`src/inc/reset_init_map.svh`:
```
// Register indices, flag positions, reset images and restart addresses for reset handling
`ifndef RESET_INIT_MAP_SVH
`define RESET_INIT_MAP_SVH

`define RIM_ADDR_W 5
`define RIM_NUM_REGS 23

`define RIM_IDX_RET_TOP_U 5'h00
`define RIM_IDX_RET_TOP_H 5'h01
`define RIM_IDX_RET_TOP_L 5'h02
`define RIM_IDX_STACK_INDEX 5'h03
`define RIM_IDX_PC_LATCH_U 5'h04
`define RIM_IDX_PC_LATCH_H 5'h05
`define RIM_IDX_PC_LOW 5'h06
`define RIM_IDX_TBL_PTR_U 5'h07
`define RIM_IDX_TBL_PTR_H 5'h08
`define RIM_IDX_TBL_PTR_L 5'h09
`define RIM_IDX_TBL_LATCH 5'h0a
`define RIM_IDX_PROD_H 5'h0b
`define RIM_IDX_PROD_L 5'h0c
`define RIM_IDX_IRQ_MAIN 5'h0d
`define RIM_IDX_IRQ_SECOND 5'h0e
`define RIM_IDX_IRQ_THIRD 5'h0f
`define RIM_IDX_IND0_H 5'h10
`define RIM_IDX_IND0_L 5'h11
`define RIM_IDX_WORKING 5'h12
`define RIM_IDX_IND1_H 5'h13
`define RIM_IDX_IND1_L 5'h14
`define RIM_IDX_BANK 5'h15
`define RIM_IDX_CAUSE 5'h16

// Reset cause register bit positions
`define RIM_BIT_SHADOW_CMP 5
`define RIM_BIT_SOFT_RST 4
`define RIM_BIT_WDOG_EXP 3
`define RIM_BIT_SLEEP_ENT 2
`define RIM_BIT_POWER_UP 1
`define RIM_BIT_SUPPLY_DIP 0

// Stack index bit positions
`define RIM_BIT_STK_FULL 7
`define RIM_BIT_STK_UNF 6

`define RIM_CAUSE_POR_VAL 8'h3c
`define RIM_CAUSE_FORCED 8'h80
`define RIM_CAUSE_MASK 8'hbf
`define RIM_STACK_FORCED 8'h1f
`define RIM_STACK_MASK 8'hdf
`define RIM_IRQ_MAIN_FORCED 8'hfe
`define RIM_IRQ_SECOND_INIT 8'hff
`define RIM_IRQ_THIRD_INIT 8'hc0

`define RIM_RESTART_PC 21'h000000
`define RIM_VEC_HIGH 21'h000008
`define RIM_VEC_LOW 21'h000018
`define RIM_PC_STEP 21'h000002

`endif

```
`src/inc/reset_init_pkg.sv`:
```
// Types shared by the reset cause and register init block
package reset_init_pkg;
  typedef enum logic [1:0] {
    MODE_FULL = 2'b00,
    MODE_RUN_MANAGED = 2'b01,
    MODE_IDLE = 2'b10,
    MODE_SLEEP = 2'b11
  } pwr_mode_t;

  typedef enum logic [1:0] {
    CLASS_NONE = 2'b00,
    CLASS_POWER = 2'b01,
    CLASS_WARM = 2'b10,
    CLASS_WAKE = 2'b11
  } init_class_t;

  typedef enum logic [3:0] {
    CAUSE_NONE = 4'b0000,
    CAUSE_POR = 4'b0001,
    CAUSE_BOR = 4'b0010,
    CAUSE_DSWAKE = 4'b0011,
    CAUSE_MISMATCH = 4'b0100,
    CAUSE_WDOG = 4'b0101,
    CAUSE_EXT_PIN = 4'b0110,
    CAUSE_STK_FULL = 4'b0111,
    CAUSE_STK_UNF = 4'b1000,
    CAUSE_SOFT = 4'b1001,
    CAUSE_IRQ = 4'b1010
  } cause_t;
endpackage : reset_init_pkg

```
`src/core/reset_cause_and_register_init.sv`:
```
// Reset cause flags, restart address choice and core register initialisation
//
// Chosen here: the register offsets and the strobed register port.
`timescale 1ns/1ps
`include "reset_init_map.svh"

module reset_cause_and_register_init
  import reset_init_pkg::*;
#(
  parameter int PC_W = 21
) (
  input wire logic mclk,
  input wire logic reset_n,
  input wire logic por_event,
  input wire logic bor_event,
  input wire logic deep_sleep_wake,
  input wire logic mismatch_event,
  input wire logic watchdog_expiry,
  input wire logic external_reset_pin,
  input wire logic stack_overflow,
  input wire logic stack_underflow,
  input wire logic soft_reset_instr,
  input wire logic irq_wake,
  input wire logic irq_is_high,
  input wire logic stack_error_reset_enable,
  input wire logic high_priority_global_irq_enable,
  input wire logic low_priority_global_irq_enable,
  input wire reset_init_pkg::pwr_mode_t pwr_mode,
  input wire logic [PC_W-1:0] current_pc,
  input wire logic [`RIM_ADDR_W-1:0] reg_addr,
  input wire logic [7:0] reg_wdata,
  input wire logic reg_wr,
  input wire logic reg_rd,
  output logic [7:0] reg_rdata,
  output logic restart_valid,
  output logic [PC_W-1:0] restart_pc,
  output reset_init_pkg::init_class_t init_class
);
  import reset_init_pkg::*;

  // ****************************************************************
  // Per-register tables
  // ****************************************************************
  function automatic logic [7:0] width_mask(input int idx);
    case (idx)
      `RIM_IDX_RET_TOP_U, `RIM_IDX_PC_LATCH_U: width_mask = 8'h1f;
      `RIM_IDX_TBL_PTR_U: width_mask = 8'h3f;
      `RIM_IDX_IND0_H, `RIM_IDX_IND1_H, `RIM_IDX_BANK: width_mask = 8'h0f;
      `RIM_IDX_STACK_INDEX: width_mask = `RIM_STACK_MASK;
      `RIM_IDX_CAUSE: width_mask = `RIM_CAUSE_MASK;
      default: width_mask = 8'hff;
    endcase
  endfunction : width_mask

  // Bits forced on power and warm classes; all others keep their value
  function automatic logic [7:0] forced_mask(input int idx);
    case (idx)
      `RIM_IDX_PROD_H, `RIM_IDX_PROD_L, `RIM_IDX_IND0_H, `RIM_IDX_IND0_L,
      `RIM_IDX_WORKING, `RIM_IDX_IND1_H, `RIM_IDX_IND1_L: forced_mask = 8'h00;
      `RIM_IDX_STACK_INDEX: forced_mask = `RIM_STACK_FORCED;
      `RIM_IDX_IRQ_MAIN: forced_mask = `RIM_IRQ_MAIN_FORCED;
      `RIM_IDX_CAUSE: forced_mask = `RIM_CAUSE_FORCED;
      default: forced_mask = width_mask(idx);
    endcase
  endfunction : forced_mask

  function automatic logic [7:0] init_value(input int idx);
    case (idx)
      `RIM_IDX_IRQ_SECOND: init_value = `RIM_IRQ_SECOND_INIT;
      `RIM_IDX_IRQ_THIRD: init_value = `RIM_IRQ_THIRD_INIT;
      `RIM_IDX_CAUSE: init_value = `RIM_CAUSE_POR_VAL;
      default: init_value = 8'h00;
    endcase
  endfunction : init_value

  // ****************************************************************
  // State
  // ****************************************************************
  logic [7:0] regs [`RIM_NUM_REGS];
  logic [7:0] next_regs [`RIM_NUM_REGS];
  logic [7:0] next_reg_rdata;
  logic next_restart_valid;
  logic [PC_W-1:0] next_restart_pc;
  init_class_t next_init_class;
  cause_t cause;
  logic [PC_W-1:0] resume_pc;
  logic irq_vectored;

  assign resume_pc = current_pc + PC_W'(`RIM_PC_STEP);
  assign irq_vectored = high_priority_global_irq_enable | low_priority_global_irq_enable;

  // ****************************************************************
  // Event priority
  // ****************************************************************
  always_comb begin
    if (por_event) begin
      cause = CAUSE_POR;
    end else if (bor_event) begin
      cause = CAUSE_BOR;
    end else if (deep_sleep_wake) begin
      cause = CAUSE_DSWAKE;
    end else if (mismatch_event) begin
      cause = CAUSE_MISMATCH;
    end else if (watchdog_expiry) begin
      cause = CAUSE_WDOG;
    end else if (external_reset_pin) begin
      cause = CAUSE_EXT_PIN;
    end else if (stack_overflow) begin
      cause = CAUSE_STK_FULL;
    end else if (stack_underflow) begin
      cause = CAUSE_STK_UNF;
    end else if (soft_reset_instr) begin
      cause = CAUSE_SOFT;
    end else if (irq_wake) begin
      cause = CAUSE_IRQ;
    end else begin
      cause = CAUSE_NONE;
    end
  end

  // ****************************************************************
  // Next state: software access, class init, then flag updates
  // ****************************************************************
  always_comb begin
    logic [7:0] rc;
    logic [7:0] sk;
    rc = 8'h00;
    sk = 8'h00;
    for (int i = 0; i < `RIM_NUM_REGS; i++) begin
      next_regs[i] = regs[i];
    end
    next_reg_rdata = 8'h00;
    next_restart_valid = 1'b0;
    next_restart_pc = restart_pc;
    next_init_class = CLASS_NONE;

    if (reg_rd && (reg_addr < `RIM_ADDR_W'(`RIM_NUM_REGS))) begin
      next_reg_rdata = regs[reg_addr];
    end
    // Software write first so a same-cycle hardware event overrides it
    if (reg_wr && (reg_addr < `RIM_ADDR_W'(`RIM_NUM_REGS))) begin
      next_regs[reg_addr] = reg_wdata & width_mask(int'(reg_addr));
    end

    unique case (cause)
      CAUSE_POR, CAUSE_BOR, CAUSE_DSWAKE: next_init_class = CLASS_POWER;
      CAUSE_MISMATCH, CAUSE_EXT_PIN, CAUSE_SOFT: next_init_class = CLASS_WARM;
      CAUSE_WDOG: begin
        if (pwr_mode == MODE_IDLE || pwr_mode == MODE_SLEEP) begin
          next_init_class = CLASS_WAKE;
        end else begin
          next_init_class = CLASS_WARM;
        end
      end
      CAUSE_STK_FULL, CAUSE_STK_UNF: begin
        next_init_class = stack_error_reset_enable ? CLASS_WARM : CLASS_NONE;
      end
      CAUSE_IRQ: next_init_class = CLASS_WAKE;
      CAUSE_NONE: next_init_class = CLASS_NONE;
    endcase

    // Only designated bits are forced; the rest keep content
    if (next_init_class == CLASS_POWER || next_init_class == CLASS_WARM) begin
      for (int i = 0; i < `RIM_NUM_REGS; i++) begin
        next_regs[i] = (next_regs[i] & ~forced_mask(i)) | (init_value(i) & forced_mask(i));
      end
      next_restart_valid = 1'b1;
      next_restart_pc = PC_W'(`RIM_RESTART_PC);
    end else if (next_init_class == CLASS_WAKE) begin
      next_restart_valid = 1'b1;
      next_restart_pc = resume_pc;
      if (cause == CAUSE_IRQ && irq_vectored) begin
        next_restart_pc = irq_is_high ? PC_W'(`RIM_VEC_HIGH) : PC_W'(`RIM_VEC_LOW);
        // Return address goes onto the stack top, index advances
        next_regs[`RIM_IDX_RET_TOP_U] = {3'b000, resume_pc[20:16]};
        next_regs[`RIM_IDX_RET_TOP_H] = resume_pc[15:8];
        next_regs[`RIM_IDX_RET_TOP_L] = resume_pc[7:0];
        next_regs[`RIM_IDX_STACK_INDEX][4:0] = regs[`RIM_IDX_STACK_INDEX][4:0] + 5'h01;
      end
      next_regs[`RIM_IDX_PC_LOW] = next_restart_pc[7:0];
    end

    rc = next_regs[`RIM_IDX_CAUSE];
    sk = next_regs[`RIM_IDX_STACK_INDEX];
    unique case (cause)
      CAUSE_POR: begin
        rc[5:2] = 4'hf;
        rc[`RIM_BIT_POWER_UP] = 1'b0;
        rc[`RIM_BIT_SUPPLY_DIP] = 1'b0;
        sk[`RIM_BIT_STK_FULL] = 1'b0;
        sk[`RIM_BIT_STK_UNF] = 1'b0;
      end
      CAUSE_BOR, CAUSE_DSWAKE: begin
        rc[5:2] = 4'hf;
        rc[`RIM_BIT_SUPPLY_DIP] = 1'b0;
      end
      CAUSE_MISMATCH: rc[`RIM_BIT_SHADOW_CMP] = 1'b0;
      CAUSE_WDOG: begin
        rc[`RIM_BIT_WDOG_EXP] = 1'b0;
        if (next_init_class == CLASS_WAKE) begin
          rc[`RIM_BIT_SLEEP_ENT] = 1'b0;
        end
      end
      CAUSE_EXT_PIN: begin
        unique case (pwr_mode)
          MODE_RUN_MANAGED: rc[`RIM_BIT_WDOG_EXP] = 1'b1;
          MODE_IDLE, MODE_SLEEP: begin
            rc[`RIM_BIT_WDOG_EXP] = 1'b1;
            rc[`RIM_BIT_SLEEP_ENT] = 1'b0;
          end
          MODE_FULL: rc = next_regs[`RIM_IDX_CAUSE];
        endcase
      end
      CAUSE_STK_FULL: sk[`RIM_BIT_STK_FULL] = 1'b1;
      CAUSE_STK_UNF: sk[`RIM_BIT_STK_UNF] = 1'b1;
      CAUSE_SOFT: rc[`RIM_BIT_SOFT_RST] = 1'b0;
      CAUSE_IRQ: rc[`RIM_BIT_SLEEP_ENT] = 1'b0;
      CAUSE_NONE: rc = next_regs[`RIM_IDX_CAUSE];
    endcase
    next_regs[`RIM_IDX_CAUSE] = rc;
    next_regs[`RIM_IDX_STACK_INDEX] = sk;
  end

  // ****************************************************************
  // Registers
  // ****************************************************************
  for (genvar g = 0; g < `RIM_NUM_REGS; g++) begin : g_reg
    always_ff @(posedge mclk or negedge reset_n) begin
      if (!reset_n) begin
        regs[g] <= init_value(g);
      end else begin
        regs[g] <= next_regs[g];
      end
    end
  end

  always_ff @(posedge mclk or negedge reset_n) begin
    if (!reset_n) begin
      reg_rdata <= 8'h00;
      restart_valid <= 1'b0;
      restart_pc <= '0;
      init_class <= CLASS_NONE;
    end else begin
      reg_rdata <= next_reg_rdata;
      restart_valid <= next_restart_valid;
      restart_pc <= next_restart_pc;
      init_class <= next_init_class;
    end
  end

  // ****************************************************************
  // Assertions
  // ****************************************************************
  logic [9:0] ev_vec;
  logic lone_ev;
  logic [7:0] cause_q;
  logic [7:0] stack_q;
  assign ev_vec = {por_event, bor_event, deep_sleep_wake, mismatch_event, watchdog_expiry,
                   external_reset_pin, stack_overflow, stack_underflow, soft_reset_instr, irq_wake};
  assign lone_ev = $onehot(ev_vec) && !reg_wr;
  assign cause_q = regs[`RIM_IDX_CAUSE];
  assign stack_q = regs[`RIM_IDX_STACK_INDEX];

  property p_por_flags;
    @(posedge mclk) disable iff (!reset_n)
      por_event && !reg_wr |=> cause_q[5:0] == 6'h3c && stack_q[7:6] == 2'b00
        && restart_pc == '0 && init_class == CLASS_POWER;
  endproperty
  a_por_flags: assert property (p_por_flags) else $error("power-on flags wrong");

  property p_ext_full;
    @(posedge mclk) disable iff (!reset_n)
      lone_ev && external_reset_pin && pwr_mode == MODE_FULL
        |=> $stable(cause_q[5:0]) && $stable(stack_q[7:6]) && restart_valid && restart_pc == '0;
  endproperty
  a_ext_full: assert property (p_ext_full) else $error("pin reset altered flags");

  property p_ext_sleep;
    @(posedge mclk) disable iff (!reset_n)
      lone_ev && external_reset_pin && pwr_mode == MODE_SLEEP
        |=> cause_q[`RIM_BIT_WDOG_EXP] && !cause_q[`RIM_BIT_SLEEP_ENT];
  endproperty
  a_ext_sleep: assert property (p_ext_sleep) else $error("pin reset in sleep flags");

  property p_wdog_wake;
    @(posedge mclk) disable iff (!reset_n)
      lone_ev && watchdog_expiry && pwr_mode == MODE_IDLE
        |=> restart_pc == $past(current_pc) + PC_W'(2) && !cause_q[3] && !cause_q[2]
          && init_class == CLASS_WAKE;
  endproperty
  a_wdog_wake: assert property (p_wdog_wake) else $error("watchdog wake wrong");

  property p_wdog_run;
    @(posedge mclk) disable iff (!reset_n)
      lone_ev && watchdog_expiry && pwr_mode == MODE_FULL
        |=> !cause_q[`RIM_BIT_WDOG_EXP] && restart_pc == '0 && $stable(cause_q[2]);
  endproperty
  a_wdog_run: assert property (p_wdog_run) else $error("watchdog reset wrong");

  property p_irq_vector;
    @(posedge mclk) disable iff (!reset_n)
      lone_ev && irq_wake && high_priority_global_irq_enable && irq_is_high
        |=> restart_pc == PC_W'(8) && !cause_q[`RIM_BIT_SLEEP_ENT];
  endproperty
  a_irq_vector: assert property (p_irq_vector) else $error("interrupt vector wrong");

  property p_unf_noreset;
    @(posedge mclk) disable iff (!reset_n)
      lone_ev && stack_underflow && !stack_error_reset_enable
        |=> stack_q[`RIM_BIT_STK_UNF] && !restart_valid ##1 !restart_valid;
  endproperty
  a_unf_noreset: assert property (p_unf_noreset) else $error("underflow reset");

  property p_mismatch;
    @(posedge mclk) disable iff (!reset_n)
      lone_ev && mismatch_event |=> !cause_q[5] && $stable(cause_q[4:0]) && regs[`RIM_IDX_BANK] == 8'h00;
  endproperty
  a_mismatch: assert property (p_mismatch) else $error("mismatch flags wrong");

  property p_soft;
    @(posedge mclk) disable iff (!reset_n)
      lone_ev && soft_reset_instr |=> !cause_q[4] && regs[`RIM_IDX_IRQ_SECOND] == 8'hff;
  endproperty
  a_soft: assert property (p_soft) else $error("soft reset wrong");

  property p_ext_run;
    @(posedge mclk) disable iff (!reset_n)
      lone_ev && external_reset_pin && pwr_mode == MODE_RUN_MANAGED
        |=> cause_q[`RIM_BIT_WDOG_EXP] && $stable(cause_q[2]) && restart_pc == '0;
  endproperty
  a_ext_run: assert property (p_ext_run) else $error("pin reset in run flags");

  property p_stk_full;
    @(posedge mclk) disable iff (!reset_n)
      lone_ev && stack_overflow && stack_error_reset_enable
        |=> stack_q[`RIM_BIT_STK_FULL] && restart_valid && init_class == CLASS_WARM
          && $stable(cause_q[5:0]);
  endproperty
  a_stk_full: assert property (p_stk_full) else $error("stack full reset wrong");

  property p_irq_plain;
    @(posedge mclk) disable iff (!reset_n)
      lone_ev && irq_wake && !irq_vectored
        |=> restart_pc == $past(current_pc) + PC_W'(2) && !cause_q[`RIM_BIT_SLEEP_ENT]
          && init_class == CLASS_WAKE;
  endproperty
  a_irq_plain: assert property (p_irq_plain) else $error("interrupt wake wrong");

  property p_bor_keep;
    @(posedge mclk) disable iff (!reset_n)
      lone_ev && bor_event
        |=> !cause_q[`RIM_BIT_SUPPLY_DIP] && $stable(cause_q[1]) && cause_q[5:2] == 4'hf
          && $stable(stack_q[7:6]);
  endproperty
  a_bor_keep: assert property (p_bor_keep) else $error("brown-out flags wrong");

  c_por: cover property (@(posedge mclk) disable iff (!reset_n) por_event ##1 restart_valid);
  c_irq: cover property (@(posedge mclk) disable iff (!reset_n) irq_wake && irq_vectored);
  c_stk: cover property (@(posedge mclk) disable iff (!reset_n) stack_overflow && lone_ev);
  c_wake: cover property (@(posedge mclk) disable iff (!reset_n) init_class == CLASS_WAKE);
endmodule : reset_cause_and_register_init

```
`config.mk`:
```
export PLATFORM = sky130hd
export DESIGN_NAME = reset_cause_and_register_init
export DESIGN_NICKNAME = d
export VERILOG_FILES = /design/src/inc/reset_init_pkg.sv /design/src/core/reset_cause_and_register_init.sv
export VERILOG_INCLUDE_DIRS = /design/src /design/src/inc
export SDC_FILE = /design/constraint.sdc
export NUM_CORES = 1
export LEC_CHECK = 0
export ABC_AREA = 0
export BUFFER_PORTS_ARGS = -buffer_cell sky130_fd_sc_hd__buf_2
export CAP_MARGIN = 10
export CORE_MARGIN = 4
export CORE_UTILIZATION = 50
export CTS_CLUSTER_DIAMETER = 120
export DETAILED_ROUTE_END_ITERATION = 8
export GPL_ROUTABILITY_DRIVEN = 0
export PLACE_DENSITY = 0.71
export SYNTH_ARGS = -nofsm -noshare
export SYNTH_HDL_FRONTEND = slang
export SYNTH_SLANG_ARGS = --single-unit
```
`constraint.sdc`:
```
create_clock -name mclk -period 1.28 [get_ports mclk]
set_input_delay 0.064 -clock mclk [delete_from_list [all_inputs] [get_ports mclk]]
set_output_delay 0.064 -clock mclk [all_outputs]
set_load 0.01 [all_outputs]
```
==> reports/metrics.cfg, run 1 <==
[power_and_ir_drop]
power_density_nw_per_um2 = 1120
power.ir.vdd_worst_mv = 1.13
leakagePower_nw = 7.37

[clocking]
clkTransAtPathRegs_ps = 60
clock_tree.htree_level_count = 1
root_buffer = clkbuf_16
cts_num_sinks = 216
tritoncts_clock_tree = done
maximum_number_of_buffers_from_clock_root_to_sink = 3
cts_inserted_buffers = 24
worstSkewPairLatency_ps = 520

[place]
post-place-ws_ps = -1160
port_buffers = 85
post_dp_cell_area_um2 = 14100
dp_hpwl_um = 25800

[grt]
grt_first_pass_wirelength_um = 59700
grt_ovf = 0
first_global_vias = 10600
global_route.usage.total_pct = 30.9
grt_start_max_net_pins = 52
antenna_found_initial = 1

[die]
initial_core_util_pct = 50.9
floorplan.die_area_um2 = 24700
core_area_um2 = 21800
io-pin-count = 86
die_width_um = 157
rows = 54
die_h_um = 157

[worst_setup_path]
cp-start-kind = input port
critical_path.reg2reg.startpoint = regs[35]
arrival_ps = 2360
critical_path.startpoint = external_reset_pin
cp_max_fo = 11
crit_path_required_time_ps = 1720
setup.worst_path.class = input port to register
worst_setup_path_end_kind = register

[yosys]
synth_top_cell_by_area = dfrtp_1
seq_area_frac_synth_pct = 48.8
library_cell_with_the_highest_instance_count_after_synthesis = dfrtp_1
postSynthNetCount = 1157
synthesis.area_per_instance_um2 = 10.1
synth_top_cells_by_count = 202 x dfrtp_1, 170 x nand2_1, 71 x o21ai_0
synth_warnings = 0
synth-async-reset-ratio_pct = 100
synthFlopType = dfrtp_1
number_of_enable_type_register_cells_in_the_synthesized_netlist = 0
syn_inst = 1095
top_post_synthesis_cells_by_area = dfrtp_1 46%, nand2_1 5.7%, mux2i_1 5.3%
post-synth-top-area-fraction_pct = 45.5
synth_cell_type_count = 64
synth.ff_latch_count = 216
cell_area_after_technology_mapping_um2 = 11100

[sta]
post-route-period-util_pct = 150
hold_violations = 1
hold_ws_ps = -0.890
relative_slew_margins_pct = 64.2
max_slew.worst_pin.slew_ps = 533
final.setup.worst_slack_ps = -642
timing_max_transition_violations_final = 0
setup_repair_after_global_routing_missed_its_margin = yes
max_freq_mhz = 520
final_period_minus_worst_setup_slack_ps = 1920
clock_skew_ps = 10.5
finalSetupViolations = 139

[final_layout]
layout.core_utilization_pct = 74.4
layout-area-overhead-vs-synth_pct = 46.1
fin_nets = 1479
stdcell_area_um2 = 16200
post_route_cells_drive_above_1_share_pct = 46.9

[flow_run]
cap_viol_max_count = 0

[run_status]
status = complete, but fails checks
violations = negative hold slack, negative setup slack

[route]
routedWlPerCell_um = 23.5
drt-total-wl_um = 40300
firstDrtPassIters = 8
routed-via-count = 10700
detail_route.drc_violations = 0
vias_per_cell = 6.24
final_antenna_net_count = 0
detail_route.iter0.violations = 1206

[min_path]
worst_hold_startpoint = reg_wdata[2]
min-delay-path-class = input port to register

-- path summary, 6_finish.rpt --
kind / end / slack (ps) / cells after the start
setup / recovery: regs[179] / -640 / 11
hold / removal: regs[98] / -0.9 / 3
setup reg to reg: reg_rdata[3] / -290 / 4
hold reg to reg: restart_pc[13] / 480 / 2
max in group asynchronous: stack_q[1] / 600 / 3
min in group asynchronous: regs[75] / 70 / 2
-- state kept, by name, summed over array words and instances (netlist names) --
signal / count
regs: 168
restart_pc: 21
cause_q: 8
reg_rdata: 8
stack_q: 8
init_class: 2
restart_valid: 1
-- placed cells by master (no fill, tap or decap), types with 12 or more instances in the layout --
cell,synthesis,routed
mux4_2,25,25
buf_6,2,17
o21ai_2,0,18
dfrtp_1,202,202
buf_2,14,79
buf_12,0,32
nand3_1,52,46
dlygate4sd3_1,0,16
nand4_1,12,12
a21oi_1,62,16
mux2i_1,59,58
dfstp_2,14,14
o21ai_1,2,47
a211oi_2,10,25
and3_1,14,12
mux2_2,44,33
nor2_2,0,13
a21oi_2,0,46
buf_4,1,219
nand2_1,170,156
nor2b_1,14,12
nor2_1,70,48
clkbuf_16,0,31
-- final cells by class --
class | count | area, um^2
flip-flops and latches | 216 | 5420
well taps | 280 | 350
inverters | 13 | 66.3
clock inverters | 8 | 96.3
diodes | 1 | 2.50
clock buffers | 35 | 723
fillers | 1380 | 5590
multi-input cells | 787 | 6250
repair buffers | 375 | 3320
-- timing repair --
action	CTS	global route
cloned	6	9
resized for setup	109	70
hold endpoints to repair	244	0
pin swaps	36	39
endpoints found under the setup margin	138	141
buffers inserted	11	14
hold buffers	16	0
-- per-stage QoR --
| stage | TNS (ps) | total power, W | cells |
|---|---|---|---|
| CTS | -49490 | 0.0178 | 1694 |
| global route | -74050 | 0.0188 | 1714 |
| detailed placement | -155990 | 0.0105 | 1618 |
| finish | -70400 | 0.0182 | 1715 |
| global placement | -143420 | 0.0104 | 1618 |
| floorplan | -123390 | 0.00916 | 1095 |
-- routing by layer --
layer,wire length (um),global-route usage [%],up-vias
met3,3890,6.46,146
met1,15700,42.1,5289
met5,0,0,-
met4,1850,11.2,0
met2,18900,49.5,666
li1,-,-,4600
-- critical path, stage by stage --
cell	delay, ps
buf_8	100
or4_4	570
nor3_4	280
nand2_2	130
and3_4	200
ha_4	270
buf_4	140
buf_6	130
buf_12	150
a21o_1	170
a21oi_1	140
-- kinds of logic after synthesis --
family                     synth area share, %
AOI/OAI and AO/OA                         14.3
muxes                                     14.8
and+or+nand+nor                           16.0
adders and majority gates                0.901
DFF                                       48.8
xor gates and xnor gates                  1.58
buffers and inverters                     3.60
-- power by group --
part | internal, W | switching [W] | total, W
registers | 0.00730 | 0.000263 | 0.00756
logic | 0.00163 | 0.00182 | 0.00345
clock network | 0.00431 | 0.00287 | 0.00718
total | 0.0132 | 0.00495 | 0.0182
Power figures use the tool's default switching activity.
==> run 2, diff against run 1 <==
--- a/config.mk
+++ b/config.mk
@@ -9,7 +9,7 @@
 export ABC_AREA = 0
 export BUFFER_PORTS_ARGS = -buffer_cell sky130_fd_sc_hd__buf_2
 export CAP_MARGIN = 10
-export CORE_MARGIN = 4
+export CORE_MARGIN = 2
 export CORE_UTILIZATION = 50
 export CTS_CLUSTER_DIAMETER = 120
 export DETAILED_ROUTE_END_ITERATION = 8
==> run 2 against run 1 <==
Net effect:
- the run still ends with negative hold slack, negative setup slack left
- clock skew rose by 18 ps
- non-clock buffer count up 40
- design area up 3.8%
- critical path depth up 1
- first-iteration DRC count is 18% higher
- worst hold slack worse by 65 ps
- die area is 5.0% lower
- utilization up 2.8 points
- register-to-register slack worse by 70 ps
- worst setup slack worse by 100 ps
- sequential share of layout area down 1.2 points
- via count increased by 7.2%
==> reports/metrics.cfg, run 2 (synthesized netlist as in run 1, its figures left out) <==
[die]
initial_core_util_pct = 50.9
rows = 54
die_h_um = 153
floorplan.die_area_um2 = 23400
io-pin-count = 86
core_area_um2 = 21800
die_width_um = 153

[grt]
first_global_vias = 11400
gr-usage-met3_pct = 7.77
grt_ovf = 0
use_met2_pct = 57.9
global_route.usage.total_pct = 35.1
antenna_found_initial = 0
grt.met1_usage_pct = 44.0
grt_start_max_net_pins = 42
gr-max-usage-layer = met2
grt_first_pass_wirelength_um = 64200

[power_and_ir_drop]
power_consumption_w = 0.0189
sw_frac_of_total_pct = 28.1
share_comb_of_total_power_pct = 20.0
power.share.clock_pct = 40.0
internal_power_w = 0.0136
seq_power_share_pct = 40.1
switchingPower_w = 0.00532
power.ir.vdd_worst_mv = 1.10
power_density_nw_per_um2 = 1120
leakagePower_nw = 7.61

[sta]
final.setup.worst_slack_ps = -742
hold_ws_ps = -66.2
max_slew.worst_pin.slew_ps = 637
hold_violations = 1
finalSetupViolations = 142
clock_skew_ps = 28.3
timing_max_transition_violations_final = 0
setup_repair_after_global_routing_missed_its_margin = yes
post-route-period-util_pct = 158
max_freq_mhz = 495
relative_slew_margins_pct = 57.4
final_period_minus_worst_setup_slack_ps = 2020

[final_layout]
mostFrequentLayoutCell = buf_4
antenna_cells_inserted = 0
final_cell_count_no_fill = 1756
mostFrequentLayoutCells = 237 x buf_4, 202 x dfrtp_1, 156 x nand2_1, 79 x buf_2, 57 x mux2i_1
fin_nets = 1520
layout.core_utilization_pct = 77.2
largest_register_ffs = 168
post_route_cells_drive_above_1_share_pct = 49.2
registers.top_by_ff_count = regs
largest_regs = regs x168, restart_pc x21
layout-area-overhead-vs-synth_pct = 51.7

[worst_setup_path]
r2r_cells = 4
setup.worst_path.class = input port to register
critical_path.reg2reg.startpoint = regs[27]
r2r_slack_ps = -360
worst_setup_path_end_kind = register
arrival_ps = 2440
crit_path_required_time_ps = 1690
worstReg2RegEnd = reg_rdata[3]
critical_path.startpoint = watchdog_expiry
cp-start-kind = input port
cp_max_fo = 5

[route]
routed-via-count = 11500
firstDrtPassIters = 7
routedWlPerCell_um = 25.9
drt-total-wl_um = 45400
detail_route.iter0.violations = 1428
vias_per_cell = 6.53
detail_route.drc_violations = 0
final_antenna_net_count = 0

[clocking]
clock_tree.htree_level_count = 1
clkTransAtPathRegs_ps = 70
tritoncts_clock_tree = done
cts_inserted_buffers = 25
post_cts_hold_buffer_count = 20
maximum_number_of_buffers_from_clock_root_to_sink = 3
worstSkewPairLatency_ps = 550
root_buffer = clkbuf_16
cts_num_sinks = 216

[min_path]
worst_hold_path_endpoint = init_class[0]
worst_hold_startpoint = pwr_mode[1]
worst_hold_path.num_cells = 3
min-delay-path-class = input port to register

[place]
port_buffers = 85
post-place-ws_ps = -1130
dpl.cell_count = 1629
dp_hpwl_um = 25800

[run_status]
status = complete, but fails checks
violations = negative hold slack, negative setup slack

[flow_run]
cap_viol_max_count = 0

-- run 2: cell count changes in the layout (fill, tap and decap cells not counted), moves of 5 or more --
cell      before  now
a21oi_1       16    8
a21oi_4        0    5
clkbuf_8       6    1
buf_6         17   25
buf_4        219  237
clkbuf_1       4    9
nor2_1        48   42
-- run 2: critical path, stage by stage --
cell and delay, ps:
buf_6 100, or4_4 570, nor3_4 290, nand2_1 150
buf_4 170, nand3_2 130, ha_4 200, buf_6 150
buf_6 120, a21oi_2 40, o21a_1 140, nor3_2 300
-- run 2: layout make-up --
class                   count  area, um^2
repair buffers            415        3810
inverters                  13        63.8
clock inverters            10         160
clock buffers              35         673
fillers                  1233        4970
multi-input cells         787        6370
flip-flops and latches    216        5420
well taps                 280         350
-- run 2: power by group through the flow --
stage | clock, W | combinational, W | sequential, W
floorplan | 0 | 0.00155 | 0.00761
global placement | 0 | 0.00279 | 0.00763
detailed placement | 0 | 0.00285 | 0.00766
CTS | 0.00747 | 0.00325 | 0.00755
global route | 0.00782 | 0.00393 | 0.00761
finish | 0.00755 | 0.00377 | 0.00758
-- run 2: how the worst max path moves through the flow --
stage / end / slack [ps] / cells after the start
final: regs[132] / -740 / 12
after global routing: regs[132] / -750 / 12
after CTS: regs[130] / -450 / 11
after detailed placement: stack_q[3] / -1130 / 10
after global placement: stack_q[2] / -1070 / 10
after floorplan: regs[128] / -900 / 11
-- run 2: per-layer routing --
metal / up-vias / share of wire [%]
li1: 4687 / -
met4: 0 / 7.1
met5: - / 0
met2: 875 / 47
met3: 288 / 9.9
met1: 5618 / 36
-- run 2: repair_timing --
item	in CTS	in global routing
gates resized for setup	146	75
pin swaps	50	28
endpoints found under the hold margin	250	1
setup endpoints to repair	138	141
cloned	10	8
buffers inserted	26	20
-- run 2: metrics by stage --
stage,setup TNS (ps),cell area (um^2),hold slack [ps]
6_report,-78830,16800,-66.2
5_1_grt,-80780,16800,-66.8
4_1_cts,-46870,16200,-141
3_5_place_dp,-155110,14200,-12.7
3_3_place_gp,-145370,14200,-5.81
2_1_floorplan,-123390,12000,-232
